<file path="config.mk">
export PLATFORM = sky130hd
export DESIGN_NAME = drs_engine
export DESIGN_NICKNAME = d
export VERILOG_FILES = /design/src/drs_pkg.sv /design/src/drs_engine.sv
export SDC_FILE = /design/constraint.sdc
export NUM_CORES = 1
export LEC_CHECK = 0
export ABC_AREA = 1
export BUFFER_PORTS_ARGS = -buffer_cell sky130_fd_sc_hd__buf_2
export CAP_MARGIN = 20
export CORE_UTILIZATION = 23
export DETAILED_ROUTE_END_ITERATION = 10
export GPL_TIMING_DRIVEN = 0
export MAX_ROUTING_LAYER = met4
export PLACE_DENSITY_LB_ADDON = 0.12
export REMOVE_ABC_BUFFERS = 1
export SETUP_SLACK_MARGIN = 0.02
export SKIP_CTS_REPAIR_TIMING = 1
export SLEW_MARGIN = 20
export SYNTH_ARGS = -nofsm -noshare
export SYNTH_HDL_FRONTEND = slang
export SYNTH_SLANG_ARGS = --single-unit
</file>
<file path="constraint.sdc">
create_clock -name clk -period 2.9 [get_ports clk]
set_input_delay 0.145 -clock clk [delete_from_list [all_inputs] [get_ports clk]]
set_output_delay 0.145 -clock clk [all_outputs]
set_load 0.05 [all_outputs]
</file>
<file path="src/drs_pkg.sv">
// Shared constants and types for the disk read and step engine
package drs_pkg;
  // Register byte offsets
  localparam logic [7:0] OFF_CMD = 8'h00;
  localparam logic [7:0] OFF_PARAM = 8'h04;
  localparam logic [7:0] OFF_MODE = 8'h08;
  localparam logic [7:0] OFF_TIMING = 8'h0c;
  localparam logic [7:0] OFF_REL = 8'h10;
  localparam logic [7:0] OFF_FIFO = 8'h14;
  localparam logic [7:0] OFF_MSR = 8'h18;
  localparam logic [7:0] OFF_RES0 = 8'h1c;
  localparam logic [7:0] OFF_RES1 = 8'h20;
  localparam logic [7:0] OFF_SENSE = 8'h24;
  localparam logic [7:0] OFF_PTR = 8'h28;
  // Values after reset
  localparam logic [1:0] MODE_RST = 2'h0;
  localparam logic [31:0] TIMING_RST = 32'h03e8_0bb8;
  localparam logic [7:0] REL_RST = 8'h00;
  // Mode bit positions
  localparam int MODE_XRECAL = 0;
  localparam int MODE_XTRK = 1;
  // Main status bit positions
  localparam int MSR_EXEC = 4;
  localparam int MSR_RES = 5;
  // Status one and two bit positions
  localparam int ST1_EOT = 7;
  localparam int ST1_CE = 5;
  localparam int ST1_ND = 2;
  localparam int ST1_MA = 0;
  localparam int ST2_CM = 6;
  localparam int ST2_CD = 5;
  // Status zero codes
  localparam logic [1:0] IC_NORM = 2'h0;
  localparam logic [1:0] IC_ABN = 2'h1;
  localparam logic [2:0] SEEK_NORM = 3'h1;
  localparam logic [2:0] SEEK_ABN = 3'h3;
  localparam logic [7:0] ST0_INVALID = 8'h80;
  // Recalibrate step maxima
  localparam logic [11:0] RECAL_STD = 12'd85;
  localparam logic [11:0] RECAL_R = 12'd255;
  localparam logic [11:0] RECAL_E = 12'd3925;
  localparam logic [11:0] RECAL_RE = 12'd4095;
  // Track pointer arithmetic wraps modulo 255
  localparam logic [7:0] TRK_TOP = 8'hfe;
  localparam logic [7:0] SECT_FIRST = 8'h01;
  // Timing
  localparam int CLK_MHZ = 100;
  localparam int US_NS = 1000;
  localparam int US_CYC = (US_NS * CLK_MHZ) / 1000;
  localparam int STEP_PW_NS = 1000;
  localparam int STEP_PW_CYC = (STEP_PW_NS * CLK_MHZ + 999) / 1000;
  // Command codes
  typedef enum logic [3:0] {
    OP_READ = 4'h0,
    OP_READ_DEL = 4'h1,
    OP_READ_ID = 4'h2,
    OP_READ_TRK = 4'h3,
    OP_RECAL = 4'h4,
    OP_REL_SEEK = 4'h5
  } drs_op_e;
  // Command register layout
  typedef struct packed {
    logic [21:0] rsv;
    logic dir;
    logic head;
    logic multi_track_bit;
    logic skip_bit;
    logic [1:0] drive;
    logic [3:0] op;
  } drs_cmd_t;
  // Address field identification bytes
  typedef struct packed {
    logic [7:0] track;
    logic [7:0] head;
    logic [7:0] sector;
    logic [7:0] size;
  } drs_id_t;
  // Parameter register layout
  typedef struct packed {
    logic [7:0] size;
    logic [7:0] end_of_track_sector;
    logic [7:0] sector;
    logic [7:0] track;
  } drs_par_t;
endpackage

</file>
<file path="src/drs_engine.sv">
// Read, identify, track read, recalibrate and relative seek engine
//
// The Avalon-MM interface to the registers and the register addresses were left to the implementer.
`timescale 1ns/1ns
`default_nettype none

module drs_engine
  import drs_pkg::*;
(
  // Clock and reset
  input wire logic clk,
  input wire logic rstn,
  // Avalon-MM slave
  input wire logic [7:0] avs_address,
  input wire logic avs_read,
  input wire logic avs_write,
  input wire logic [31:0] avs_writedata,
  output logic [31:0] avs_readdata,
  output logic avs_waitrequest,
  // Drive pins, asynchronous
  input wire logic index_pin,
  input wire logic track_zero_input,
  output logic step_out,
  output logic dir_out,
  output logic int_out,
  // Data separator, same clock
  input wire logic af_valid,
  input wire drs_id_t af_id,
  input wire logic af_crc_ok,
  input wire logic dm_valid,
  input wire logic dm_deleted,
  input wire logic df_end,
  input wire logic df_crc_ok,
  input wire logic tc_in,
  output logic sep_on,
  output logic xfer_en
);

  // Engine states
  typedef enum logic [6:0] {
    S_IDLE = 7'h01,
    S_MOTOR = 7'h02,
    S_INDEX = 7'h04,
    S_SEARCH = 7'h08,
    S_MARK = 7'h10,
    S_READ = 7'h20,
    S_RESULT = 7'h40
  } drs_state_t;

  // Bus registers
  logic wait_ff;
  logic [31:0] rdata_ff;
  logic [31:0] nxt_rdata;
  drs_cmd_t cmd_ff;
  drs_par_t par_ff;
  logic [1:0] mode_ff;
  logic [31:0] timing_ff;
  logic [7:0] rel_ff;
  // Pin synchronisers
  logic idx_s1_ff, idx_s2_ff, idx_s3_ff;
  logic tz_s1_ff, tz_s2_ff;
  // Microsecond prescaler
  logic [15:0] us_cnt_ff;
  logic us_tick_ff;
  // Engine state
  drs_state_t st_ff;
  logic [15:0] mot_cnt_ff;
  logic idx1_ff;
  logic am_seen_ff;
  logic cur_head_ff;
  logic [7:0] cur_sec_ff;
  logic [7:0] st1_ff, st2_ff;
  logic ab_ff;
  logic stop_ff;
  logic tc_ff;
  drs_id_t res_ff;
  logic exec_int_ff;
  logic stp_go_ff;
  logic sep_ff, xfer_ff, int_ff;
  // Stepper state
  logic stp_on_ff;
  logic stp_recal_ff;
  logic stp_in_ff;
  logic [1:0] stp_drv_ff;
  logic [11:0] left_ff;
  logic [15:0] tmr_ff;
  logic [15:0] pw_ff;
  logic step_ff, dir_ff;
  logic [3:0] busy_ff;
  logic [7:0] ptr_ff [4];
  logic seek_int_ff;
  logic [7:0] seek_st0_ff;

  // Bus decode
  logic acc, rd_res0, rd_res1, rd_sense, wr_fifo, launch;
  drs_cmd_t wcmd;
  assign acc = (avs_read | avs_write) & ~wait_ff;
  assign rd_res0 = acc & avs_read & (avs_address == OFF_RES0);
  assign rd_res1 = acc & avs_read & (avs_address == OFF_RES1);
  assign rd_sense = acc & avs_read & (avs_address == OFF_SENSE);
  assign wr_fifo = acc & avs_write & (avs_address == OFF_FIFO);
  assign wcmd = drs_cmd_t'(avs_writedata);
  // New command only when engine, stepper and drives are quiet
  assign launch = acc & avs_write & (avs_address == OFF_CMD) & (st_ff == S_IDLE)
    & ~stp_on_ff & ~(|busy_ff) & (wcmd.op <= OP_REL_SEEK);

  // Command decode helpers
  logic is_trk, is_id, is_step, at_eot, id_match, wanted, idx_rise, tz;
  drs_id_t cur_id, adv_id;
  logic [7:0] head_byte;
  assign is_trk = cmd_ff.op == OP_READ_TRK;
  assign is_id = cmd_ff.op == OP_READ_ID;
  assign is_step = (cmd_ff.op == OP_RECAL) | (cmd_ff.op == OP_REL_SEEK);
  assign at_eot = cur_sec_ff == par_ff.end_of_track_sector;
  assign head_byte = {7'h00, cur_head_ff};
  assign idx_rise = idx_s2_ff & ~idx_s3_ff;
  assign tz = tz_s2_ff;
  // Wanted mark depends on the command
  assign wanted = ((cmd_ff.op == OP_READ_DEL) == dm_deleted);
  // Track read leaves the sector out of the compare
  assign id_match = (af_id.track == par_ff.track) && (af_id.head == head_byte)
    && (af_id.size == par_ff.size)
    && (is_trk || (af_id.sector == cur_sec_ff));
  assign cur_id = '{par_ff.track, head_byte, cur_sec_ff, par_ff.size};
  // Result after a clean end
  always_comb
  begin
    adv_id = cur_id;
    if (at_eot)
    begin
      adv_id.track = par_ff.track + 8'h01;
      adv_id.sector = SECT_FIRST;
    end
    else
      adv_id.sector = cur_sec_ff + 8'h01;
    if (cmd_ff.multi_track_bit)
      adv_id.head = at_eot ? 8'h00 : head_byte;
    else
      adv_id.head = {7'h00, cmd_ff.head};
  end

  // Advance to next sector after a read or a skip
  logic do_adv;
  assign do_adv = ((st_ff == S_MARK) & dm_valid & ~is_trk & ~wanted & cmd_ff.skip_bit)
    | ((st_ff == S_READ) & df_end & (df_crc_ok | is_trk) & ~(stop_ff | tc_ff | tc_in));

  // Two-flop synchronisers for drive pins
  always_ff @(posedge clk or negedge rstn)
  begin
    if (!rstn)
    begin
      idx_s1_ff <= 1'b0;
      idx_s2_ff <= 1'b0;
      idx_s3_ff <= 1'b0;
      tz_s1_ff <= 1'b0;
      tz_s2_ff <= 1'b0;
    end
    else
    begin
      idx_s1_ff <= index_pin;
      idx_s2_ff <= idx_s1_ff;
      idx_s3_ff <= idx_s2_ff;
      tz_s1_ff <= track_zero_input;
      tz_s2_ff <= tz_s1_ff;
    end
  end

  // Microsecond tick for motor and step timers
  always_ff @(posedge clk or negedge rstn)
  begin
    if (!rstn)
    begin
      us_cnt_ff <= 16'h0000;
      us_tick_ff <= 1'b0;
    end
    else
    begin
      us_tick_ff <= us_cnt_ff == 16'(US_CYC - 1);
      us_cnt_ff <= (us_cnt_ff == 16'(US_CYC - 1)) ? 16'h0000 : us_cnt_ff + 16'h0001;
    end
  end

  // Bus handshake: one wait cycle then accept
  always_ff @(posedge clk or negedge rstn)
  begin
    if (!rstn)
    begin
      wait_ff <= 1'b1;
      rdata_ff <= 32'h0000_0000;
    end
    else
    begin
      wait_ff <= ~((avs_read | avs_write) & wait_ff);
      if (avs_read & wait_ff)
        rdata_ff <= nxt_rdata;
    end
  end

  // Writable configuration registers
  always_ff @(posedge clk or negedge rstn)
  begin
    if (!rstn)
    begin
      par_ff <= '0;
      mode_ff <= MODE_RST;
      timing_ff <= TIMING_RST;
      rel_ff <= REL_RST;
    end
    else if (acc & avs_write & (st_ff == S_IDLE))
    begin
      if (avs_address == OFF_PARAM)
        par_ff <= drs_par_t'(avs_writedata);
      else if (avs_address == OFF_MODE)
        mode_ff <= avs_writedata[1:0];
      else if (avs_address == OFF_TIMING)
        timing_ff <= avs_writedata;
      else if (avs_address == OFF_REL)
        rel_ff <= avs_writedata[7:0];
    end
  end

  // Read mux
  always_comb
  begin
    nxt_rdata = 32'h0000_0000;
    if (avs_address == OFF_CMD)
      nxt_rdata = cmd_ff;
    else if (avs_address == OFF_PARAM)
      nxt_rdata = par_ff;
    else if (avs_address == OFF_MODE)
      nxt_rdata = {30'h0, mode_ff};
    else if (avs_address == OFF_TIMING)
      nxt_rdata = timing_ff;
    else if (avs_address == OFF_REL)
      nxt_rdata = {24'h0, rel_ff};
    else if (avs_address == OFF_MSR)
    begin
      nxt_rdata[3:0] = busy_ff;
      nxt_rdata[MSR_EXEC] = ~(st_ff inside {S_IDLE, S_RESULT});
      nxt_rdata[MSR_RES] = st_ff == S_RESULT;
    end
    else if (avs_address == OFF_RES0)
      nxt_rdata = {8'h00, st2_ff, st1_ff, ab_ff ? IC_ABN : IC_NORM, 3'h0,
        cur_head_ff, cmd_ff.drive};
    else if (avs_address == OFF_RES1)
      nxt_rdata = res_ff;
    else if (avs_address == OFF_SENSE)
      // Sense without a pending seek answers as invalid
      nxt_rdata = seek_int_ff ? {16'h0, ptr_ff[stp_drv_ff], seek_st0_ff}
        : {24'h0, ST0_INVALID};
    else if (avs_address == OFF_PTR)
      nxt_rdata = {ptr_ff[3], ptr_ff[2], ptr_ff[1], ptr_ff[0]};
  end

  // Command engine
  always_ff @(posedge clk or negedge rstn)
  begin
    if (!rstn)
    begin
      st_ff <= S_IDLE;
      cmd_ff <= '0;
      mot_cnt_ff <= 16'h0000;
      idx1_ff <= 1'b0;
      am_seen_ff <= 1'b0;
      cur_head_ff <= 1'b0;
      cur_sec_ff <= 8'h00;
      st1_ff <= 8'h00;
      st2_ff <= 8'h00;
      ab_ff <= 1'b0;
      stop_ff <= 1'b0;
      tc_ff <= 1'b0;
      res_ff <= '0;
      exec_int_ff <= 1'b0;
      stp_go_ff <= 1'b0;
    end
    else
    begin
      stp_go_ff <= 1'b0;
      // Reading the first result clears; a new finish still wins
      if (rd_res0)
        exec_int_ff <= 1'b0;
      case (st_ff)
        S_IDLE:
          if (launch)
          begin
            cmd_ff <= wcmd;
            cur_head_ff <= wcmd.head;
            cur_sec_ff <= par_ff.sector;
            st1_ff <= 8'h00;
            st2_ff <= 8'h00;
            ab_ff <= 1'b0;
            stop_ff <= 1'b0;
            tc_ff <= 1'b0;
            idx1_ff <= 1'b0;
            am_seen_ff <= 1'b0;
            // Every command first waits the motor-on time
            mot_cnt_ff <= timing_ff[31:16];
            st_ff <= S_MOTOR;
          end
        S_MOTOR:
          if (mot_cnt_ff == 16'h0000)
          begin
            if (is_step)
            begin
              stp_go_ff <= 1'b1;
              st_ff <= S_IDLE;
            end
            else if (is_trk)
            begin
              cur_sec_ff <= SECT_FIRST;
              st_ff <= S_INDEX;
            end
            else
              st_ff <= S_SEARCH;
          end
          else if (us_tick_ff)
            mot_cnt_ff <= mot_cnt_ff - 16'h0001;
        S_INDEX:
          if (wr_fifo)
          begin
            ab_ff <= 1'b1;
            res_ff <= cur_id;
            exec_int_ff <= 1'b1;
            st_ff <= S_RESULT;
          end
          else if (idx_rise)
            st_ff <= S_SEARCH;
        S_SEARCH:
          if (wr_fifo)
          begin
            // Host byte ends a search, also a hung one
            ab_ff <= 1'b1;
            res_ff <= cur_id;
            exec_int_ff <= 1'b1;
            st_ff <= S_RESULT;
          end
          else if (af_valid)
          begin
            am_seen_ff <= 1'b1;
            if (is_id)
            begin
              // Found field goes straight to results
              res_ff <= af_id;
              ab_ff <= ~af_crc_ok;
              st1_ff[ST1_CE] <= ~af_crc_ok;
              exec_int_ff <= 1'b1;
              st_ff <= S_RESULT;
            end
            else if (is_trk)
            begin
              // Errors flagged, sector read anyway
              if (!id_match)
                st1_ff[ST1_ND] <= 1'b1;
              if (!af_crc_ok)
                st1_ff[ST1_CE] <= 1'b1;
              st_ff <= S_MARK;
            end
            else if (!af_crc_ok)
            begin
              st1_ff[ST1_CE] <= 1'b1;
              ab_ff <= 1'b1;
              res_ff <= cur_id;
              exec_int_ff <= 1'b1;
              st_ff <= S_RESULT;
            end
            else if (id_match)
              st_ff <= S_MARK;
          end
          else if (idx_rise)
          begin
            if (idx1_ff)
            begin
              // Second index without success
              if (am_seen_ff)
                st1_ff[ST1_ND] <= 1'b1;
              else
                st1_ff[ST1_MA] <= 1'b1;
              ab_ff <= 1'b1;
              res_ff <= cur_id;
              exec_int_ff <= 1'b1;
              st_ff <= S_RESULT;
            end
            else
              idx1_ff <= 1'b1;
          end
        S_MARK:
          if (dm_valid)
          begin
            if (is_trk || wanted)
              st_ff <= S_READ;
            else
            begin
              st2_ff[ST2_CM] <= 1'b1;
              if (!cmd_ff.skip_bit)
              begin
                stop_ff <= 1'b1;
                st_ff <= S_READ;
              end
            end
          end
        S_READ:
        begin
          if (tc_in)
            tc_ff <= 1'b1;
          if (df_end)
          begin
            if (!df_crc_ok)
            begin
              st1_ff[ST1_CE] <= 1'b1;
              st2_ff[ST2_CD] <= 1'b1;
            end
            if (!df_crc_ok && !is_trk)
            begin
              ab_ff <= 1'b1;
              res_ff <= cur_id;
              exec_int_ff <= 1'b1;
              st_ff <= S_RESULT;
            end
            else if (stop_ff || tc_ff || tc_in)
            begin
              res_ff <= adv_id;
              exec_int_ff <= 1'b1;
              st_ff <= S_RESULT;
            end
          end
        end
        S_RESULT:
          if (rd_res1)
            st_ff <= S_IDLE;
        default:
          st_ff <= S_IDLE;
      endcase
      // Next sector, other side, or end of track
      if (do_adv)
      begin
        idx1_ff <= 1'b0;
        am_seen_ff <= 1'b0;
        if (!at_eot)
        begin
          cur_sec_ff <= cur_sec_ff + 8'h01;
          st_ff <= S_SEARCH;
        end
        else if (cmd_ff.multi_track_bit && !cur_head_ff && !is_trk)
        begin
          cur_head_ff <= 1'b1;
          cur_sec_ff <= SECT_FIRST;
          st_ff <= S_SEARCH;
        end
        else
        begin
          st1_ff[ST1_EOT] <= 1'b1;
          ab_ff <= 1'b1;
          res_ff <= adv_id;
          exec_int_ff <= 1'b1;
          st_ff <= S_RESULT;
        end
      end
    end
  end

  // Recalibrate step limit
  logic [11:0] recal_max;
  always_comb
  begin
    case ({mode_ff[MODE_XTRK], mode_ff[MODE_XRECAL]})
      2'b01: recal_max = RECAL_R;
      2'b10: recal_max = RECAL_E;
      2'b11: recal_max = RECAL_RE;
      default: recal_max = RECAL_STD;
    endcase
  end

  // Stepper, run in the idle phase
  logic stp_stop;
  assign stp_stop = (left_ff == 12'h000) | (tz & ~stp_in_ff);
  always_ff @(posedge clk or negedge rstn)
  begin
    if (!rstn)
    begin
      stp_on_ff <= 1'b0;
      stp_recal_ff <= 1'b0;
      stp_in_ff <= 1'b0;
      stp_drv_ff <= 2'h0;
      left_ff <= 12'h000;
      tmr_ff <= 16'h0000;
      busy_ff <= 4'h0;
      seek_st0_ff <= 8'h00;
      for (int i = 0; i < 4; i++)
        ptr_ff[i] <= 8'h00;
    end
    else if (launch && ((wcmd.op == OP_RECAL) || (wcmd.op == OP_REL_SEEK)))
    begin
      busy_ff[wcmd.drive] <= 1'b1;
      stp_drv_ff <= wcmd.drive;
      if (wcmd.op == OP_RECAL)
        ptr_ff[wcmd.drive] <= 8'h00;
    end
    else if (stp_go_ff)
    begin
      stp_on_ff <= 1'b1;
      stp_recal_ff <= cmd_ff.op == OP_RECAL;
      stp_in_ff <= (cmd_ff.op == OP_REL_SEEK) & cmd_ff.dir;
      left_ff <= (cmd_ff.op == OP_RECAL) ? recal_max : {4'h0, rel_ff};
      tmr_ff <= 16'h0000;
    end
    else if (stp_on_ff)
    begin
      if (tmr_ff != 16'h0000)
      begin
        if (us_tick_ff)
          tmr_ff <= tmr_ff - 16'h0001;
      end
      else if (stp_stop)
      begin
        // Done one step period after the last pulse
        stp_on_ff <= 1'b0;
        busy_ff[stp_drv_ff] <= 1'b0;
        seek_st0_ff <= {(stp_recal_ff && !tz) ? SEEK_ABN : SEEK_NORM,
          3'h0, stp_drv_ff};
      end
      else
      begin
        left_ff <= left_ff - 12'h001;
        tmr_ff <= (timing_ff[15:0] == 16'h0000) ? 16'h0001 : timing_ff[15:0];
        if (!stp_recal_ff)
        begin
          // Track count wraps modulo 255
          if (stp_in_ff)
            ptr_ff[stp_drv_ff] <= (ptr_ff[stp_drv_ff] == TRK_TOP) ? 8'h00
              : ptr_ff[stp_drv_ff] + 8'h01;
          else
            ptr_ff[stp_drv_ff] <= (ptr_ff[stp_drv_ff] == 8'h00) ? TRK_TOP
              : ptr_ff[stp_drv_ff] - 8'h01;
        end
      end
    end
  end

  // Step pulse width and direction
  always_ff @(posedge clk or negedge rstn)
  begin
    if (!rstn)
    begin
      pw_ff <= 16'h0000;
      step_ff <= 1'b0;
      dir_ff <= 1'b0;
    end
    else
    begin
      dir_ff <= stp_in_ff;
      if (stp_on_ff && (tmr_ff == 16'h0000) && !stp_stop)
      begin
        pw_ff <= 16'(STEP_PW_CYC);
        step_ff <= 1'b1;
      end
      else if (pw_ff != 16'h0000)
      begin
        pw_ff <= pw_ff - 16'h0001;
        step_ff <= pw_ff != 16'h0001;
      end
      else
        step_ff <= 1'b0;
    end
  end

  // Seek interrupt held until sense read; set beats clear
  logic seek_done;
  assign seek_done = stp_on_ff & (tmr_ff == 16'h0000) & stp_stop;
  always_ff @(posedge clk or negedge rstn)
  begin
    if (!rstn)
      seek_int_ff <= 1'b0;
    else
      seek_int_ff <= seek_done | (seek_int_ff & ~rd_sense);
  end

  // Registered side outputs
  always_ff @(posedge clk or negedge rstn)
  begin
    if (!rstn)
    begin
      sep_ff <= 1'b0;
      xfer_ff <= 1'b0;
      int_ff <= 1'b0;
    end
    else
    begin
      sep_ff <= st_ff inside {S_INDEX, S_SEARCH, S_MARK, S_READ};
      xfer_ff <= st_ff == S_READ;
      int_ff <= exec_int_ff | seek_int_ff;
    end
  end

  assign avs_readdata = rdata_ff;
  assign avs_waitrequest = wait_ff;
  assign step_out = step_ff;
  assign dir_out = dir_ff;
  assign int_out = int_ff;
  assign sep_on = sep_ff;
  assign xfer_en = xfer_ff;

endmodule // drs_engine

`default_nettype wire

</file>
==> results of run 1 <==
stage by stage:
step	utilization, %	instance area [µm²]	power [mW]	setup TNS, ps
6_report	28.0	24300	13.9	0
5_1_grt	28.0	24300	14.6	0
4_1_cts	27.1	23500	13.8	-33570
3_5_place_dp	25.5	22100	8.16	-37480
3_3_place_gp	25.1	21700	8.09	-2314940
2_1_floorplan	-	19700	7.01	-5190
logic make-up (layout without fill, tap and decap cells):
group           Yosys count  in the layout  share of synthesized area [%]
compound gates          533            533                           15.1
buf+inv                 414            599                           8.23
xor+xnor                 58             58                           2.53
mux                       2              2                         0.0995
flops                   333            333                           41.5
fa+ha+maj                12             12                          0.747
simple gates           1492           1495                           31.7
layout make-up:
cell class | instances | area share [%]
well taps | 1155 | 5.96
flip-flops and latches | 333 | 34.4
inverters | 319 | 5.06
clock buffers | 75 | 5.72
multi-input cells | 2100 | 42.4
repair buffers | 199 | 6.20
repair inverters | 1 | 0.0206
clock inverters | 5 | 0.206
cell usage in the layout, fill, tap and decap left out, drive strengths merged, types with 19 or more instances in the layout:
master,n
nand2,918
dfrtp,318
inv,313
nor2,293
o21ai,278
nand3,164
buf,155
a21oi,125
clkbuf,75
nand4,49
nor3,46
dlygate4sd3,44
o211ai,42
xor2,35
xnor2,23
o22ai,22
o2111ai,19
flip-flops by register name (all words and copies together) (netlist names), 2 cells and up:
signal        cells
avs_readdata     32
cmd_ff           32
ptr_ff           32
res_ff           32
timing_ff        32
mot_cnt_ff       16
par_ff           16
pw_ff            16
tmr_ff           16
us_cnt_ff        16
left_ff          12
adv_id            8
cur_id            8
cur_sec_ff        8
rel_ff            8
st_ff             7
busy_ff           4
seek_st0_ff       4
st1_ff            4
mode_ff           2
st2_ff            2
stp_drv_ff        2
report_power, final:
part	internal [mW]	total [mW]	switching, mW
sequential	4.97	5.33	0.362
combinational	0.934	3.01	2.07
clock	3.32	5.58	2.26
total	9.23	13.9	4.69
worst max-delay path: stages (launching register included):
cell	delay, ps
dfrtp_4	610
inv_4	200
nand2_1	70
nand2_1	110
nand2_1	70
nand2_1	140
inv_1	140
o21ai_0	640
o21ai_0	430
o211ai_1	200
nand2_1	90
nand2_1	60
layer usage:
layer	track usage, %	vias to the layer above	wire [µm]
met5	-	-	0
met4	5.77	0	2440
met3	2.30	119	4810
met2	30.8	611	39900
met1	28.6	9748	43100
li1	-	9592	-
path summary, 6_finish.rpt:
path,endpoint,from,slack [ps],cells after the start
setup / recovery,avs_readdata[9],stp_drv_ff[0],70,11
hold / removal,res_ff[13],af_id[13],-10,5
setup reg to reg,avs_readdata[9],stp_drv_ff[0],70,11
hold reg to reg,idx_s2_ff,idx_s1_ff,350,0
max in group asynchronous,timing_ff[11],rstn,1530,4
min in group asynchronous,avs_readdata[2],rstn,90,2
==> summary by stage, run 1 <==
Logic synthesis
The cell taking the most area after synthesis is dfrtp_1. The fraction of synthesized cell area taken by the top area cell type is 39.6%. The portion of the post-synthesis area used by sequential elements is 41.5%. The commonest cells after synthesis are 901 x nand2_1, 318 x dfrtp_1, 292 x inv_1. Ranked by total cell area, the synthesized netlist is headed by dfrtp_1 40%, nand2_1 17%, o21ai_0 6.1%. The number of unique standard cell types used by synthesis is 63. In the synthesized netlist the dominant register cell turns out to be dfrtp_1. The number of flip-flops and latches in the synthesized netlist is 333. The average instance in the mapped netlist occupies about 7.1 µm².

The post-synthesis instance area is 20100 µm². Synthesis handed over a netlist of 2844 instances. nand2_1 is the most common cell in the netlist.

In the synthesized netlist the async set-or-reset flop fraction comes to 100%. Yosys mapped a number of flops with a built-in enable equal to 0. The count of synthesis-stage warnings from yosys is 0.

Placement
Counting tap cells, the placed design contains a total of 4037 instances. The routability-driven placement congestion ratio is between 0.9 and 1. OpenSTA, run right after detailed placement, puts the worst setup slack at -788 ps. The detailed placer's ending HPWL is 66.1 mm.

The number of buffers added on ports is approximately 120.

Route
The total vias in the final route is 20100. After detailed routing, the number of vias per cell comes to 4.79. After detailed routing, the average wire length per cell comes to 21.6 µm.

After detailed routing, the number of remaining DRC violations is 0. In this run, the number of DRC markers left after iteration 0 of detailed routing was 1707. The first TritonRoute pass finished after 5 iterations.

Once detail routing completed, the nets flagged for antenna violations numbered 0. For this block, the routed nets add up to 90.2 mm of wire.

STA
The final number of hold-violating endpoints came to 2. Setup violations remaining at the end of the flow were counted as 0. The achievable clock frequency is about 350 MHz. In this run the tightest slew margin relative to its limit is 36.6%. The worst path setup slack after routing is 65.9 ps.

The worst hold slack is -10.3 ps. The worst path in the final design needs a cycle of approximately 2800 ps, including I/O delays and setup. The ratio of final minimum period to clock period is 97.7%. The number of pins exceeding their max-slew limit in the final report is 0.

The measured slew at the worst slew-check pin is 943 ps. Setup repair after global routing left no endpoint under its margin. On the final layout, the worst clock skew is 17.3 ps.

Cells and area
The number of antenna diodes in the final layout is 0. Excluding fillers, the count of instances in the completed layout stands at 4187. The area of the multi-input gates is around 10000 µm².

Across the whole layout, storage elements account for 8360 µm². In the final layout, the share of cells above drive strength 1 is 12.1%. Relative to the synthesized area, the layout overhead comes to 20.6%.

The layout has 9509 filler cells. For this run, the post-layout net count is 3096.

Setup path
The kind of end point of the critical path is a register. The path type of the worst setup path is register to register. At the worst endpoint, the required time is 3420 ps. The type of origin of the critical path is a register. The critical path arrival is 3350 ps. The maximum fanout encountered on the critical timing path is 19.

Die
The total area inside the core boundary comes to 86600 µm². The number of standard-cell rows in the floorplan is 108. The die covers 88600 µm². The overall die width is 298 µm. Pin placement for this block handled between 100 and 150 I/O pins.

The starting density of the core is 23.2%. The height of the die is 298 µm.

Global route
For this run the aggregate overflow at the end of global routing stands at 0. The largest net degree at the start of global routing is 85. The global-route wire length before repair is roughly 130 mm. The via count of the first global-routing pass came to 19100. The combined global-route utilization of all metal layers is 20.4%.

The initial antenna violation count was 0.

Pwr
For this design the ratio of total power to cell area is roughly 570 nW/µm². For this design the static power due to leakage is 11.9 nW. The worst vdd rail ir drop is 0.331 mV.

CTS
The H-tree level count is 2. The insertion delay to the later sink of the worst-skew pair is between 500 and 600 ps. The TritonCTS buffer count is 45. The number of buffers between clock root and the deepest sink is 3. TritonCTS built the clock tree. Clock tree synthesis selected as its root buffer the cell clkbuf_16.

CTS saw 333 sinks. The clock transition at the register clock pins on the worst setup and hold paths after CTS is 60 ps.

Flow run
Max-cap violations in this run came to 0.

Hold path
The class of the tightest hold or removal check is input port to register.

Outcome
The flow ran to the end, but the final reports show violations. The checks that failed: negative hold slack.
No activity file was read; power rests on OpenSTA's default activity.
==> inputs of run 2 (changes only) <==
PLACE_DENSITY = 0.39   (was unset)
PLACE_DENSITY_LB_ADDON = unset   (was 0.12)
==> run 2 against run 1 <==
The run still ends with negative hold slack left. Die area unchanged. Final cell count stayed put. Sequential cell count unchanged. Power shrank 0.44%. First-iteration DRC count down 8.9%.
==> summary by stage, run 2 (same netlist as run 1, synthesis figures left out) <==
Setup path
The kind of end point of the critical path is a register. In this run the critical register-to-register path is launched from idx_s2_ff. The minimum setup slack among reg-to-reg paths is 80 ps (about the same). Broken down by cell family, the worst path's largest delay share belongs to simple AND/OR/NAND/NOR gates. The worst setup path is of the register to register kind. The signal on the critical path passes through inv_1, nor2_1, nand2_1, nand2_2, o21ai_0, o211ai_1, a21oi_1, nand2_1, nand2_1, inv_1. The type of origin of the critical path is a register. The endpoint of the most critical register-to-register path is res_ff[10]. The length in cells of the worst reg-to-reg path is 10 (-1).

The required time of the critical path is 3420 ps (about the same). The library cell appearing most often on the critical path is nand2_1. The critical path arrival is 3340 ps (about the same). The maximum cell stage delay along the critical path is 510 ps (-130 ps).

The sum of buffers and inverters on the critical path came to 2 (unchanged). The maximum fanout encountered on the critical timing path came to 11 (-8). The cell with the largest stage delay on the worst path is o211ai_1.

Die
The overall die width is 298 µm (unchanged). The I/O pin count was 123 (unchanged). The height of the die came to 298 µm (unchanged).

The number of standard-cell rows in the floorplan is 108 (unchanged). The floorplan die area came to 88600 µm² (unchanged). The core box area is 86600 µm² (unchanged). The starting density of the core came to 23.2% (unchanged).

Hold path
The worst hold path cell count came to 5 (unchanged). The startpoint of the most critical hold path is af_id[23]. The worst hold path endpoint is res_ff[23]. The min-delay analysis places its worst path in the category input port to register.

STA
The clock skew after layout came to 17.7 ps (+0.349 ps). The achievable clock frequency is 354 MHz (+0.47%). The post-route minimum period is 2820 ps (-13.2 ps). The measured slew at the worst slew-check pin is 1130 ps (+186 ps).

Setup repair after global routing could not meet its margin everywhere. The worst relative slew slack is 24.6% (-12 points). The number of pins exceeding their max-slew limit in the final report is 0 (unchanged). The worst hold slack is -50.0 ps (-39.7 ps). The number of endpoints failing setup at the final stage is 0 (unchanged). The final number of hold-violating endpoints is 3 (+1). The ratio of final minimum period to clock period came to 97.3% (-0.46 points).

Outcome
The flow ran to the end, but the final reports show violations. The checks that failed: negative hold slack.

Cells and area
The filler cell count in the final layout is 9645 (+1.4%). The library cell used most frequently in the layout, excluding fill and tap cells, is nand2_1. The layout cell share with drive strength beyond 1 was 12.2% (+0.14 points). In the layout the commonest cells are 893 x nand2_1, 316 x dfrtp_1, 289 x inv_1, 257 x nor2_1, 241 x o21ai_0. The area growth from synthesis to layout is 20.6% (about the same). The number of standard cells in the layout, taps in and fillers out came to 4187 (unchanged). The number of nets at the end of the flow is 3095 (-0.032%). The final instance area is 24300 µm² (about the same).

Pwr
The power per standard cell area was 571 nW/µm² (-0.45%). The worst vdd rail ir drop is 0.308 mV (-7.0%). The total power is 13.9 mW (-0.44%). The static leakage is 11.9 nW (about the same).

Route
The count of nets left with antenna violations after detail routing is 0 (unchanged). The number of remaining DRC errors came to 0 (unchanged). The initial DRC count is 1555 (-8.9%).

The total wirelength of the detailed-routed design came to 85.6 mm (-5.2%). The number of iterations in the first detailed-routing pass came to 8 (+3). The routed length per placed instance came to 20.4 µm (-5.2%). The total vias in the final route is 19700 (-1.7%). The number of vias per cell after detailed routing came to 4.71 (-1.7%).

Global route
The via count of the first global-routing pass was 18600 (-2.6%). The largest net degree at the start of global routing was 88 (+3.5%). The global-route wire length before repair was 125 mm (-4.2%). The global-route congestion overflow total came to 0 (unchanged). The initial antenna violation count was 6 (+6). The combined global-route utilization of all metal layers was 19.3% (-1.0 points).

CTS
The TritonCTS buffer count was 43 (-4.4%). The clock transition at the register clock pins on the worst setup and hold paths after CTS was 60 ps (about the same). The insertion delay to the later sink of the worst-skew pair is 580 ps (about the same).

The number of buffers between clock root and the deepest sink is 3 (unchanged). The H-tree level count is 2 (unchanged). The TritonCTS clock tree is yes. The sink count of the clock tree is 333 (unchanged).

The tree is rooted in a clkbuf_16.

Placement
The routability-driven placement congestion ratio came to 0.912 (+0.83%). The number of placed cells counting well taps is 4037 (unchanged). The cell area after placement came to 22100 µm² (about the same). The number of buffers added on ports is 122 (unchanged). The detailed placer's ending HPWL came to 62.4 mm (-5.5%).

Flow run
The max-capacitance violation count came to 0 (unchanged).
==> run 2: changes by cell type in the layout (fill, tap and decap cells not counted), sizes merged <==
cell         before  now
buf             155  157
diode             0    2
bufinv            1    3
clkbuf           75   63
clkinv            7   14
dlygate4sd3      44   43
==> run 2: how the worst max path moves through the flow <==
stage                               from  depth (start not counted)  slack, ps        endpoint
after floorplan           avs_address[7]                          5       -150       adv_id[0]
after global placement              rstn                          1      -5720         int_out
after detailed placement  avs_address[7]                         10       -800  mot_cnt_ff[12]
after CTS                      stp_go_ff                          7       -760      tmr_ff[11]
after global routing       cur_sec_ff[0]                         11         -2      res_ff[30]
final                          idx_s2_ff                         10         80      res_ff[10]
==> run 2: cell type report <==
cell class / instances / area (µm²) / area share, %
Clock inverter: 14 / 149 / 0.614
Timing Repair Buffer: 200 / 1500 / 6.17
Clock buffer: 63 / 1280 / 5.29
Timing Repair inverter: 1 / 5.00 / 0.0206
Tap cell: 1155 / 1450 / 5.96
Inverter: 319 / 1220 / 5.05
Multi-Input combinational cell: 2100 / 10300 / 42.4
Antenna cell: 2 / 5.00 / 0.0206
Sequential cell: 333 / 8360 / 34.4
==> run 2: stage by stage <==
stage	hold slack [ps]	worst slack [ps]	util [%]	setup TNS, ps
3_3_place_gp	255	-5720	25.1	-2303550
3_5_place_dp	106	-797	25.5	-37860
6_report	-50.0	79.1	28.0	0
5_1_grt	0.192	-1.83	28.0	-1.83
2_1_floorplan	-151	-153	-	-5190
4_1_cts	-510	-757	27.1	-31240
==> run 2: power breakdown <==
group          total (mW)  leakage, nW  internal, mW  switching [mW]
sequential           5.32         4.37          4.97           0.351
combinational        2.96         6.78         0.945            2.01
clock                5.58        0.716          3.32            2.26
==> run 2: worst reg2reg max path: stages, from the launching register on <==
cell and delay, ps:
dfrtp_1 460, inv_1 60, nor2_1 130, nand2_1 390, nand2_2 420, o21ai_0 300
o211ai_1 510, a21oi_1 290, nand2_1 110, nand2_1 50, inv_1 60
==> run 2: per-layer routing <==
| layer | share of wire, % | vias up | track usage (%) |
|---|---|---|---|
| li1 | - | 9601 | - |
| met1 | 48 | 9526 | 26.9 |
| met2 | 45 | 512 | 29.6 |
| met3 | 4.8 | 94 | 2.25 |
| met4 | 2.5 | 0 | 5.13 |
| met5 | 0 | - | - |
==> inputs of run 3 (changes only) <==
==> constraint.sdc (replaced) <==
create_clock -name clk -period 2.9 [get_ports clk]
set_input_delay 0.29 -clock clk [delete_from_list [all_inputs] [get_ports clk]]
set_output_delay 0.29 -clock clk [all_outputs]
set_load 0.05 [all_outputs]
==> run 3 against run 2 <==
The run still ends with negative hold slack left. First-iteration DRC count grew 4.9%. Hold slack gained 37 ps. Via count shrank 0.43%. Combinational power shrank 1%. Utilization shrank 0.41 points. Setup slack gained 2.5 ps. Critical endpoint unchanged. Largest cell class unchanged. Largest power group unchanged.
==> summary by stage, run 3 (same netlist as run 1, synthesis figures left out) <==
Cells and area
The filler cell count in the final layout is 9676 (+0.32%). The storage element area is 8360 µm² (unchanged). The top cell types in the final layout, fill and taps aside, are 893 x nand2_1, 316 x dfrtp_1, 289 x inv_1, 257 x nor2_1, 241 x o21ai_0. The area of the multi-input gates is 10300 µm² (about the same). The layout cell share with drive strength beyond 1 is 12.4% (+0.18 points).

The number of nets at the end of the flow is 3060 (-1.1%). Compared with the post-synthesis result, the final layout area differs by 18.9%. The library cell used most frequently in the layout, excluding fill and tap cells, is nand2_1.

STA
The number of pins exceeding their max-slew limit in the final report is 0 (unchanged). The post-route minimum period was 2820 ps (-2.52 ps). The achievable clock frequency was 355 MHz (about the same). The ratio of final minimum period to clock period is 97.2% (about the same). The clock skew after layout was 14.7 ps (-2.96 ps).

The worst hold slack was -12.8 ps (+37.2 ps). The number of endpoints failing setup at the final stage is 0 (unchanged). Setup repair after global routing could not meet its margin everywhere. The final number of hold-violating endpoints is 3 (unchanged). The worst relative slew slack came to 25.7% (+1.1 points). The measured slew at the worst slew-check pin is 1110 ps (-16.9 ps).

CTS
The sink count of the clock tree is 333 (unchanged). The number of buffers between clock root and the deepest sink came to 3 (unchanged). TritonCTS built the clock tree.

The TritonCTS buffer count is 43 (unchanged). The cell chosen for the clock root is clkbuf_16. The insertion delay to the later sink of the worst-skew pair is 580 ps (about the same). The H-tree level count is 2 (unchanged). The clock transition at the register clock pins on the worst setup and hold paths after CTS is 60 ps (about the same).

Die
The floorplan die area is 88600 µm² (unchanged). The overall die width was 298 µm (unchanged). The I/O pin count came to 123 (unchanged). The number of standard-cell rows in the floorplan is 108 (unchanged). The starting density of the core is 23.2% (unchanged). The core box area was 86600 µm² (unchanged). The height of the die is 298 µm (unchanged).

Global route
The global-route wire length before repair is 125 mm (unchanged). The busiest metal layer after global routing is met2. The initial antenna violation count came to 6 (unchanged).

The global routing met1 resource utilization is 26.9% (unchanged). The fraction of met3 tracks used by global routing is 2.25% (unchanged). The via count of the first global-routing pass is 18600 (unchanged). The largest net degree at the start of global routing was 88 (unchanged). The global-route congestion overflow total was 0 (unchanged). The met2 global-route usage is 29.6% (unchanged).

The combined global-route utilization of all metal layers is 19.3% (unchanged).

Outcome
The run finished, with violations left. The checks that failed: negative hold slack.

Flow run
The max-capacitance violation count came to 0 (unchanged).

Setup path
The maximum fanout encountered on the critical timing path was 11 (unchanged). The required time of the critical path is 3420 ps (about the same). The minimum setup slack among reg-to-reg paths is 80 ps (about the same). The path type of the worst setup path is register to register. The critical path startpoint is idx_s2_ff. The endpoint of the most critical register-to-register path is res_ff[10]. The worst register-to-register path begins at idx_s2_ff. The length in cells of the worst reg-to-reg path is 10 (unchanged). The critical path arrival is 3340 ps (about the same). STA classifies the critical path endpoint as a register.

In this run the worst setup path terminates at res_ff[10]. The type of origin of the critical path is a register.

Route
The count of nets left with antenna violations after detail routing was 0 (unchanged). The total wirelength of the detailed-routed design is 85.5 mm (about the same). The initial DRC count is 1631 (+4.9%). The number of vias per cell after detailed routing is 4.73 (+0.43%). The routed length per placed instance was 20.6 µm (+0.78%). The number of iterations in the first detailed-routing pass is 8 (unchanged).

The number of remaining DRC errors came to 0 (unchanged). The total vias in the final route is 19600 (-0.43%).

Placement
The detailed placer's ending HPWL is 62.4 mm (unchanged). The number of buffers added on ports came to 122 (unchanged). The routability-driven placement congestion ratio is 0.912 (unchanged).

Pwr
The total power is 13.8 mW (-0.24%). The power per standard cell area is 578 nW/µm² (+1.3%). The static leakage is 11.7 nW (-1.3%). The worst vdd rail ir drop is 0.306 mV (-0.64%).

Hold path
The min-delay analysis places its worst path in the category input port to register.
==> run 3: changes by cell type in the layout (fill, tap and decap cells not counted), sizes merged <==
cell / delta
nor2: +1
diode: -1
dlygate4sd3: -36
==> run 3: critical path: stages, from the launching register on <==
cell and delay, ps:
dfrtp_1 450, inv_1 60, nor2_1 130, nand2_1 380
nand2_2 410, o21ai_0 300, o211ai_1 520, a21oi_1 290
nand2_1 110, nand2_1 50, inv_1 60
==> run 3: cell type report <==
cell class,instances,area share [%]
multi-input combinational,2101,43.1
sequential,333,35.0
tap,1155,6.05
clock buffer,63,5.37
inverter,319,5.12
timing repair buffer,164,4.75
clock inverter,14,0.623
timing repair inverter,1,0.0209
antenna,1,0.0105
==> run 3: worst min path at each step <==
stage          slack, ps  cells past startpoint               from            end
3_5_place_dp         250                      1               rstn  us_cnt_ff[10]
4_1_cts             -370                      1               rstn  us_cnt_ff[10]
3_3_place_gp         330                      0           tz_s1_ff             tz
5_1_grt                3                      3  avs_writedata[24]  timing_ff[24]
2_1_floorplan         -6                      0               rstn          ab_ff
6_report             -10                      3  avs_writedata[22]  timing_ff[22]
==> run 3: stage by stage <==
step                      std cells  instance area (µm²)  util (%)  worst slack [ps]  TNS [ps]
after floorplan                2749                19700         -              -298    -14260
after global placement         4026                21700      25.1             -5870  -2386970
after global routing           4151                23900      27.6             -1.83     -1.83
after CTS                      4114                23500      27.1              -757    -31240
final                          4151                23900      27.6              81.6         0
after detailed placement       4037                22100      25.5              -942    -48900
==> run 3: report_power, final <==
group	internal [mW]	leakage, nW	switching, mW
Clock	3.32	0.716	2.26
Combinational	0.913	6.63	2.01
Sequential	4.97	4.37	0.348
Total	9.21	11.7	4.62
==> run 3: routing by layer <==
metal  vias to the layer above  share of wire [%]
li1                       9531                  -
met1                      9480                 48
met2                       550                 45
met3                        87                4.9
met4                         0                2.4
met5                         -                  0
